===== config.mk =====
export PLATFORM = sky130hd
export DESIGN_NAME = watchdog_protect_timer
export DESIGN_NICKNAME = d
export VERILOG_FILES = /design/src/wdt_pkg.sv /design/src/watchdog_protect_timer.sv
export SDC_FILE = /design/constraint.sdc
export NUM_CORES = 1
export LEC_CHECK = 0
export BUFFER_PORTS_ARGS = -buffer_cell sky130_fd_sc_hd__buf_2
export CAP_MARGIN = 40
export CORE_ASPECT_RATIO = 0.75
export CORE_UTILIZATION = 51
export DETAILED_ROUTE_END_ITERATION = 16
export GPL_TIMING_DRIVEN = 0
export PLACE_DENSITY = 0.76
export SLEW_MARGIN = 10
export SYNTH_ARGS = -nofsm -noshare
export SYNTH_HDL_FRONTEND = slang
export SYNTH_SLANG_ARGS = --single-unit

===== constraint.sdc =====
create_clock -name mclk -period 2 [get_ports mclk]
set_clock_uncertainty 0.15 [all_clocks]
set_input_delay 0.1 -clock mclk [delete_from_list [all_inputs] [get_ports mclk]]
set_output_delay 0.1 -clock mclk [all_outputs]
set_load 0.01 [all_outputs]

===== src/wdt_pkg.sv =====
package wdt_pkg;
   // register bus
   localparam int         ADDR_W           = 20;
   localparam int         DATA_W           = 8;
   localparam logic [19:0] ADDR_VDET_CTRL2 = 20'h0002c;
   localparam logic [19:0] ADDR_PROT_CTRL  = 20'h0037c;
   localparam logic [19:0] ADDR_REFRESH    = 20'h0037d;
   localparam logic [19:0] ADDR_START      = 20'h0037e;
   localparam logic [19:0] ADDR_CNT_STATUS = 20'h0037f;
   localparam logic [19:0] ADDR_OPT_ONE    = 20'h0ffff;
   localparam logic [19:0] ADDR_OPT_TWO    = 20'hfffdb;
   localparam logic [19:0] ADDR_IRQ_STATUS = 20'h003f0;
   localparam logic [19:0] ADDR_IRQ_MASK   = 20'h003f1;

   // field positions
   localparam int PROT_MODE_BIT       = 7;
   localparam int UF_FLAG_BIT         = 3;
   localparam int OPT1_AUTO_START_BIT = 0;
   localparam int OPT1_PROT_INIT_BIT  = 5;
   localparam int OPT2_RELOAD_LSB     = 0;
   localparam int OPT2_DUTY_LSB       = 2;
   localparam int IRQ_UF_BIT          = 0;
   localparam int IRQ_REJECT_BIT      = 1;
   localparam int IRQ_W               = 2;

   // refresh sequence bytes
   localparam logic [7:0] REFRESH_FIRST  = 8'h00;
   localparam logic [7:0] REFRESH_SECOND = 8'hff;

   // counter and reload values
   localparam int          CNT_W     = 14;
   localparam logic [13:0] RELOAD_00 = 14'h03ff;
   localparam logic [13:0] RELOAD_01 = 14'h0fff;
   localparam logic [13:0] RELOAD_10 = 14'h1fff;
   localparam logic [13:0] RELOAD_11 = 14'h3fff;
   localparam int          SLICE_W   = 6;
   localparam int SLICE_LSB_STD = 5;
   localparam int SLICE_LSB_00  = 0;
   localparam int SLICE_LSB_01  = 3;
   localparam int SLICE_LSB_10  = 4;
   localparam int SLICE_LSB_11  = 5;

   // timing: dedicated oscillator tick derived from mclk
   localparam int MCLK_FREQ_KHZ = 100000;
   localparam int WDT_OSC_KHZ   = 125;
   localparam int OSC_DIV       = MCLK_FREQ_KHZ / WDT_OSC_KHZ;

   localparam logic [7:0] RESET_BYTE = 8'h00;
endpackage


===== src/watchdog_protect_timer.sv =====
// Notes on behaviour
// - protect mode clocks the counter from the dedicated ~125 kHz oscillator tick
// - bit 7 of protect_mode_ctrl enables protect mode when 1, disables when 0
// - protect bit resets to 1 when protect_initial_option_bit of option byte one is 0
// - option byte two bits 1:0 pick reload 03ff, 0fff, 1fff or 3fff
// - option byte two bits 3:2 pick refresh window 25, 50, 75 or 100 percent
// - protect-mode timeout equals reload count plus one over the dedicated oscillator frequency
// - option byte one bit 0 low starts counting after reset, high leaves it stopped
// - any write to watchdog_start makes the counter run
// - refresh is the ordered write pair 00h then ffh to watchdog_refresh
// - reset and each refresh inside the window load the counter with the selected reload value
// - protect mode off: counter status returns counter bits 10 to 5
// - protect mode on: status slice follows reload field, 5:0, 8:3, 9:4, 10:5
// - underflow sets bit 3 of voltage_detect_ctrl_two; 0 means none seen
`timescale 1ns/1ps
module watchdog_protect_timer
   import wdt_pkg::*;
#(
   parameter int OSC_DIVIDE = OSC_DIV
) (
   input  wire logic              mclk,
   input  wire logic              rst_b,
   input  wire logic [ADDR_W-1:0] addr,
   input  wire logic [DATA_W-1:0] wr_data,
   input  wire logic              wr_en,
   input  wire logic              rd_en,
   output logic      [DATA_W-1:0] rd_data,
   input  wire logic [DATA_W-1:0] opt_byte_one,
   input  wire logic [DATA_W-1:0] opt_byte_two,
   output logic                   underflow_pulse,
   output logic                   wdt_running,
   output logic                   irq
);

   // the divider needs at least two states and at most sixteen bits
   if (OSC_DIVIDE < 2 || OSC_DIVIDE > 65536) begin : g_bad_divide
      $error("OSC_DIVIDE out of range");
   end

   localparam int DIV_W = $clog2(OSC_DIVIDE);
   localparam logic [DIV_W-1:0] DIV_LAST = DIV_W'(OSC_DIVIDE - 1);

   logic              rst_meta_b_r;
   logic              srst_b;
   logic              init_done_r;
   logic [7:0]        opt_one_r;
   logic [7:0]        opt_two_r;
   logic              protect_mode_bit_r;
   logic              running_r;
   logic [CNT_W-1:0]  cnt_r;
   logic [DIV_W-1:0]  div_r;
   logic              armed_r;
   logic              uf_flag_r;
   logic [IRQ_W-1:0]  irq_status_r;
   logic [IRQ_W-1:0]  irq_mask_r;
   logic [DATA_W-1:0] rd_data_r;
   logic              uf_pulse_r;
   logic              irq_r;

   logic [1:0]        reload_sel;
   logic [1:0]        duty_sel;
   logic [CNT_W-1:0]  reload_val;
   logic [CNT_W:0]    quarter;
   logic [CNT_W+1:0]  win_limit;
   logic              in_window;
   logic              tick;
   logic              underflow;
   logic              wr_refresh;
   logic              refresh_fire;
   logic              refresh_ok;
   logic              refresh_reject;
   logic [SLICE_W-1:0] cnt_slice;
   logic [DATA_W-1:0] rd_nxt;

   // reset release through two flops
   always_ff @(posedge mclk or negedge rst_b) begin
      if (!rst_b) begin
         rst_meta_b_r <= 1'b0;
         srst_b       <= 1'b0;
      end else begin
         rst_meta_b_r <= 1'b1;
         srst_b       <= rst_meta_b_r;
      end
   end

   // option bytes are caught once, in the first cycle after release
   always_ff @(posedge mclk or negedge srst_b) begin
      if (!srst_b) begin
         init_done_r <= 1'b0;
         opt_one_r   <= RESET_BYTE;
         opt_two_r   <= RESET_BYTE;
      end else if (!init_done_r) begin
         init_done_r <= 1'b1;
         opt_one_r   <= opt_byte_one;
         opt_two_r   <= opt_byte_two;
      end
   end

   assign reload_sel = opt_two_r[OPT2_RELOAD_LSB +: 2];
   assign duty_sel   = opt_two_r[OPT2_DUTY_LSB +: 2];

   always_comb begin
      case (reload_sel)
         2'b00:   reload_val = RELOAD_00;
         2'b01:   reload_val = RELOAD_01;
         2'b10:   reload_val = RELOAD_10;
         default: reload_val = RELOAD_11;
      endcase
   end

   // permitted portion is the last part of the count, just before underflow
   assign quarter = ({1'b0, reload_val} + (CNT_W+1)'(1)) >> 2;
   always_comb begin
      case (duty_sel)
         2'b00:   win_limit = {1'b0, quarter};
         2'b01:   win_limit = {quarter, 1'b0};
         2'b10:   win_limit = {1'b0, quarter} + {quarter, 1'b0};
         default: win_limit = '1;
      endcase
   end
   assign in_window = (duty_sel == 2'b11) || ({2'b00, cnt_r} < win_limit);

   // dedicated oscillator tick
   always_ff @(posedge mclk or negedge srst_b) begin
      if (!srst_b) begin
         div_r <= '0;
      end else if (div_r == DIV_LAST) begin
         div_r <= '0;
      end else begin
         div_r <= div_r + DIV_W'(1);
      end
   end
   assign tick = protect_mode_bit_r ? (div_r == DIV_LAST) : 1'b1;

   assign underflow = init_done_r && running_r && tick && (cnt_r == '0);

   assign wr_refresh     = wr_en && (addr == ADDR_REFRESH);
   assign refresh_fire   = wr_refresh && armed_r && (wr_data == REFRESH_SECOND);
   assign refresh_ok     = refresh_fire && in_window;
   assign refresh_reject = refresh_fire && !in_window;

   // refresh sequence arming
   always_ff @(posedge mclk or negedge srst_b) begin
      if (!srst_b) begin
         armed_r <= 1'b0;
      end else if (wr_refresh) begin
         armed_r <= (wr_data == REFRESH_FIRST);
      end
   end

   // protect mode control
   always_ff @(posedge mclk or negedge srst_b) begin
      if (!srst_b) begin
         protect_mode_bit_r <= 1'b0;
      end else if (!init_done_r) begin
         protect_mode_bit_r <= !opt_byte_one[OPT1_PROT_INIT_BIT];
      end else if (wr_en && addr == ADDR_PROT_CTRL) begin
         protect_mode_bit_r <= wr_data[PROT_MODE_BIT];
      end
   end

   // run state
   always_ff @(posedge mclk or negedge srst_b) begin
      if (!srst_b) begin
         running_r <= 1'b0;
      end else if (!init_done_r) begin
         running_r <= !opt_byte_one[OPT1_AUTO_START_BIT];
      end else if (wr_en && addr == ADDR_START) begin
         running_r <= 1'b1;
      end
   end

   // counter
   always_ff @(posedge mclk or negedge srst_b) begin
      if (!srst_b) begin
         cnt_r <= '0;
      end else if (init_done_r == 1'b0 || refresh_ok || underflow) begin
         cnt_r <= (init_done_r == 1'b0) ? reload_from_opt(opt_byte_two) : reload_val;
      end else if (running_r && tick) begin
         cnt_r <= cnt_r - CNT_W'(1);
      end
   end

   function automatic logic [CNT_W-1:0] reload_from_opt(input logic [7:0] ob);
      case (ob[OPT2_RELOAD_LSB +: 2])
         2'b00:   return RELOAD_00;
         2'b01:   return RELOAD_01;
         2'b10:   return RELOAD_10;
         default: return RELOAD_11;
      endcase
   endfunction

   // underflow detect flag, write 0 clears, a new underflow wins
   always_ff @(posedge mclk or negedge srst_b) begin
      if (!srst_b) begin
         uf_flag_r <= 1'b0;
      end else if (underflow) begin
         uf_flag_r <= 1'b1;
      end else if (wr_en && addr == ADDR_VDET_CTRL2 && !wr_data[UF_FLAG_BIT]) begin
         uf_flag_r <= 1'b0;
      end
   end

   always_ff @(posedge mclk or negedge srst_b) begin
      if (!srst_b) begin
         uf_pulse_r <= 1'b0;
      end else begin
         uf_pulse_r <= underflow;
      end
   end

   // interrupt status: write one to clear, set wins
   always_ff @(posedge mclk or negedge srst_b) begin
      if (!srst_b) begin
         irq_status_r <= '0;
      end else begin
         for (int i = 0; i < IRQ_W; i++) begin
            if ((i == IRQ_UF_BIT && underflow) || (i == IRQ_REJECT_BIT && refresh_reject)) begin
               irq_status_r[i] <= 1'b1;
            end else if (wr_en && addr == ADDR_IRQ_STATUS && wr_data[i]) begin
               irq_status_r[i] <= 1'b0;
            end
         end
      end
   end

   always_ff @(posedge mclk or negedge srst_b) begin
      if (!srst_b) begin
         irq_mask_r <= '0;
      end else if (wr_en && addr == ADDR_IRQ_MASK) begin
         irq_mask_r <= wr_data[IRQ_W-1:0];
      end
   end

   always_ff @(posedge mclk or negedge srst_b) begin
      if (!srst_b) begin
         irq_r <= 1'b0;
      end else begin
         irq_r <= |(irq_status_r & irq_mask_r);
      end
   end

   // counter status slice
   always_comb begin
      if (!protect_mode_bit_r) begin
         cnt_slice = cnt_r[SLICE_LSB_STD +: SLICE_W];
      end else begin
         case (reload_sel)
            2'b00:   cnt_slice = cnt_r[SLICE_LSB_00 +: SLICE_W];
            2'b01:   cnt_slice = cnt_r[SLICE_LSB_01 +: SLICE_W];
            2'b10:   cnt_slice = cnt_r[SLICE_LSB_10 +: SLICE_W];
            default: cnt_slice = cnt_r[SLICE_LSB_11 +: SLICE_W];
         endcase
      end
   end

   always_comb begin
      rd_nxt = RESET_BYTE;
      case (addr)
         ADDR_VDET_CTRL2: rd_nxt[UF_FLAG_BIT] = uf_flag_r;
         ADDR_PROT_CTRL:  rd_nxt[PROT_MODE_BIT] = protect_mode_bit_r;
         ADDR_CNT_STATUS: rd_nxt[SLICE_W-1:0] = cnt_slice;
         ADDR_OPT_ONE:    rd_nxt = opt_one_r;
         ADDR_OPT_TWO:    rd_nxt = opt_two_r;
         ADDR_IRQ_STATUS: rd_nxt[IRQ_W-1:0] = irq_status_r;
         ADDR_IRQ_MASK:   rd_nxt[IRQ_W-1:0] = irq_mask_r;
         default:         rd_nxt = RESET_BYTE;
      endcase
   end

   always_ff @(posedge mclk or negedge srst_b) begin
      if (!srst_b) begin
         rd_data_r <= RESET_BYTE;
      end else begin
         rd_data_r <= rd_en ? rd_nxt : RESET_BYTE;
      end
   end

   assign rd_data         = rd_data_r;
   assign underflow_pulse = uf_pulse_r;
   assign wdt_running     = running_r;
   assign irq             = irq_r;
endmodule


==> metrics <==
Antenna Nets Post-Route=0; Total Wirelength=9320 µm; Total Routing Usage GR=0.269; unrepaired setup endpoints after global routing=true; cells along the critical path=buf_4, ha_4, mux2_2, o21ai_2, ha_1, nand2_1, nor4_4, o311ai_2, a31oi_1, o21a_4, mux2_4; arrival time at the worst endpoint=3010 ps; Root Buffer=clkbuf_8; Netlist cell types=47; share of the cycle needed by the critical path after routing=1.47; post-synthesis share of cell area spent on xor and xnor gates=0.0449; Inserted Diodes=0; Tmin final=2930 ps; data required time of the critical path=2080 ps; CP Capture Type=flop; number of buffer and inverter stages on the critical path=1; gp weighted congestion=0.849; number of buffers inserted during clock tree synthesis=9; CTS clk-pin slew, worst paths=70 ps; Final Hold Violating Endpoints=0; adder-cell share of the synthesized area=0.0748; total number of nets in the final design=533; number of antenna violations at the first check in global routing=0; number of enable-type register cells in the synthesized netlist=0; number of fill cells in the layout=446; synthesis-stage register bit count=61; worst ir drop on vdd=539 µV; placed insts=490; startpoint types=flop; leakage power=0.00212 µW; DRC marker count from the first detailed-route iteration=350; maximum operating frequency=341 MHz; pins over their slew limit=0; worst slew margin relative to its limit=0.376; Top Family by Delay on Critical Path=compound AO/OA/AOI/OAI gates; portion of the post-synthesis area used by sequential elements=0.434; multiplexer share of the synthesized area=0.0773; layout cell share with drive strength beyond 1=0.307; drt drc=6; share of flip-flops with an asynchronous set or reset after synthesis=1.00; CTS tree=done; largest fanout on the critical path=8; layout overhead on the synthesized area=36.1%; post-synthesis instance area=3510 µm²; failing checks=design-rule violations, negative setup slack; total number of H-tree levels=3; Max stage delay cell, worst path=dfrtp_2; total power of the final layout=3400 µW; synthesized-area fraction occupied by and/or/nand/nor cells=0.199; status=complete, but fails checks; overall via count from detail_route=3234; number of top-level pins=59; final setup vio count=15; die area=7230 µm²; yosys warns=0; total of max-cap violations=0; Worst Slack Setup Final=-931 ps; number of buffers on the longest clock path=2; effective utilization at floorplan=0.543; delay of the slowest cell on the worst path=440 ps; area fraction in compound gates after synthesis=0.143; floorplan die width=97.9 µm; first-pass iteration count of the detailed router=12; first-pass GRT wire length=14700 µm; routed vias/inst=5.88; post-layout instance count excluding filler cells=550; area inside the core boundary=6470 µm²; largest family of logic cells by synthesized area=simple AND/OR/NAND/NOR gates; Post-synth top flop=dfrtp_1; # clock sinks=61; pin count of the biggest net entering global routing=60; I/O Buffers=58; floorplan row count=25; WHS=25.9 ps; number of instances in the synthesized netlist=349; placed wire-length estimate=6260 µm; HP Class=input port to flop; die height=73.9 µm; total global routing overflow=0; pwr dens=711 nW/µm²; mean post-synth cell area=10.1 µm²; Crit Path Category=flop to flop; Skew-Pair Late Insertion Delay=350 ps; via count of the first global-routing pass=3046; transition time of the tightest slew-check pin=928 ps; mean routed wirelength per cell=17.0 µm
==> logic make-up (layout without fill, tap and decap cells) <==
kind of cell             after synthesis  after routing
XOR/XNOR                              18             18
multiplexers                          24             24
buffers and inverters                 23            142
AO/OA/AOI/OAI                         71             71
AND/OR/NAND/NOR                      130            130
flip-flops                            61             61
other                                  1              2
adder cells (fa/ha/maj)               21             21
==> worst reg2reg max path: stages, from the launching register on <==
cell and delay, ps:
dfrtp_2 440, buf_4 170, ha_4 190, mux2_2 280, o21ai_2 140, ha_1 160
nand2_1 110, nor4_4 310, o311ai_2 170, a31oi_1 200, o21a_4 210, mux2_4 310
==> timing repair <==
action,in CTS,in global routing
hold buffers,28,0
endpoints found under the setup margin,24,22
setup buffers,15,3
endpoints found under the hold margin,34,0
resized for setup,30,8
pin swaps,7,6
==> cells in the final DEF (no fill, tap or decap), types with 7 or more instances in the layout <==
| cell | instances |
|---|---|
| a21o_1 | 7 |
| a21oi_1 | 16 |
| a222oi_1 | 11 |
| buf_2 | 59 |
| buf_4 | 17 |
| clkbuf_8 | 12 |
| dfrtp_1 | 58 |
| dlygate4sd3_1 | 28 |
| ha_1 | 15 |
| inv_1 | 10 |
| mux2_2 | 17 |
| nand2_1 | 32 |
| nand3_1 | 14 |
| nor2_1 | 28 |
| nor2b_1 | 8 |
| nor4_1 | 7 |
| o21ai_0 | 9 |
| xnor2_1 | 9 |
| xor2_1 | 9 |
==> routing by layer <==
metal | up-vias | wire length, µm | track usage
met1 | 1577 | 4190 | 0.356
met5 | - | 0 | 0
li1 | 1521 | - | -
met4 | 0 | 115 | 0.0960
met2 | 124 | 4420 | 0.438
met3 | 12 | 593 | 0.0618
==> path summary, 6_finish.rpt <==
check / startpoint / end / slack (ps) / cells after the start
setup / recovery: opt_two_r[0] / cnt_r[11] / -930 / 11
hold / removal: opt_byte_two[1] / opt_two_r[1] / 30 / 3
setup reg to reg: opt_two_r[0] / cnt_r[11] / -930 / 11
hold reg to reg: rst_meta_b_r / srst_b / 210 / 0
max in group asynchronous: srst_b / opt_two_r[1] / 920 / 0
min in group asynchronous: srst_b / cnt_r[10] / 250 / 0
==> final cells by class <==
type | instances | area [µm²] | area share
buffer | 8 | 53.8 | 0.0112
clock buffer | 13 | 169 | 0.0353
clock inverter | 3 | 90.1 | 0.0188
inverter | 13 | 53.8 | 0.0112
multi-input combinational | 266 | 2060 | 0.430
sequential | 61 | 1530 | 0.320
tap | 81 | 101 | 0.0212
timing repair buffer | 105 | 724 | 0.151
==> state kept, by name (all words and copies together) (netlist names) <==
signal,cells
cnt_r,14
div_r,10
opt_one_r,8
opt_two_r,8
rd_data,8
irq_mask_r,2
irq_status_r,2
armed_r,1
init_done_r,1
irq,1
protect_mode_bit_r,1
rst_meta_b_r,1
srst_b,1
uf_flag_r,1
underflow_pulse,1
wdt_running,1
==> synth_stat cells, drive strengths merged (2+ instances only) <==
cell type  count  share of area
a21o           7          0.015
clkbuf         7         0.0075
dfrtp         61           0.43
mux2i          5          0.014
and2           2         0.0036
a21oi         16          0.023
nand2         33          0.035
a222oi        11          0.031
and3           6          0.011
inv           13          0.014
xor2           9          0.022
and4b          3         0.0096
mux2          19          0.063
xnor2          9          0.022
o211ai         3         0.0064
a22oi          6          0.013
nand3         14          0.020
nand3b         5          0.011
a21boi         3         0.0064
nor2          29          0.031
nand4b         2         0.0050
nor2b          8          0.014
nor4          12          0.026
nand4          5          0.011
a31oi          2         0.0036
a22o           2         0.0050
buf            3         0.0043
nor3           5         0.0071
ha            21          0.075
o21ai         12          0.017
o21a           4          0.011
and4           2         0.0050
==> metrics by stage <==
step | worst slack, ps | util | area, µm² | setup TNS [ps]
2_1_floorplan | -740 | - | 3560 | -9490
3_3_place_gp | -1060 | 0.610 | 3950 | -54590
3_5_place_dp | -1110 | 0.614 | 3970 | -18410
4_1_cts | -876 | 0.732 | 4740 | -12280
5_1_grt | -1040 | 0.739 | 4780 | -14560
6_report | -931 | 0.739 | 4780 | -12570
==> power by group <==
group | internal (µW) | leakage (µW) | switching [µW]
clock | 931 | 0.000130 | 492
sequential | 1290 | 0.000731 | 74.4
combinational | 317 | 0.00126 | 299
total | 2540 | 0.00212 | 865
Power figures use the tool's default switching activity.
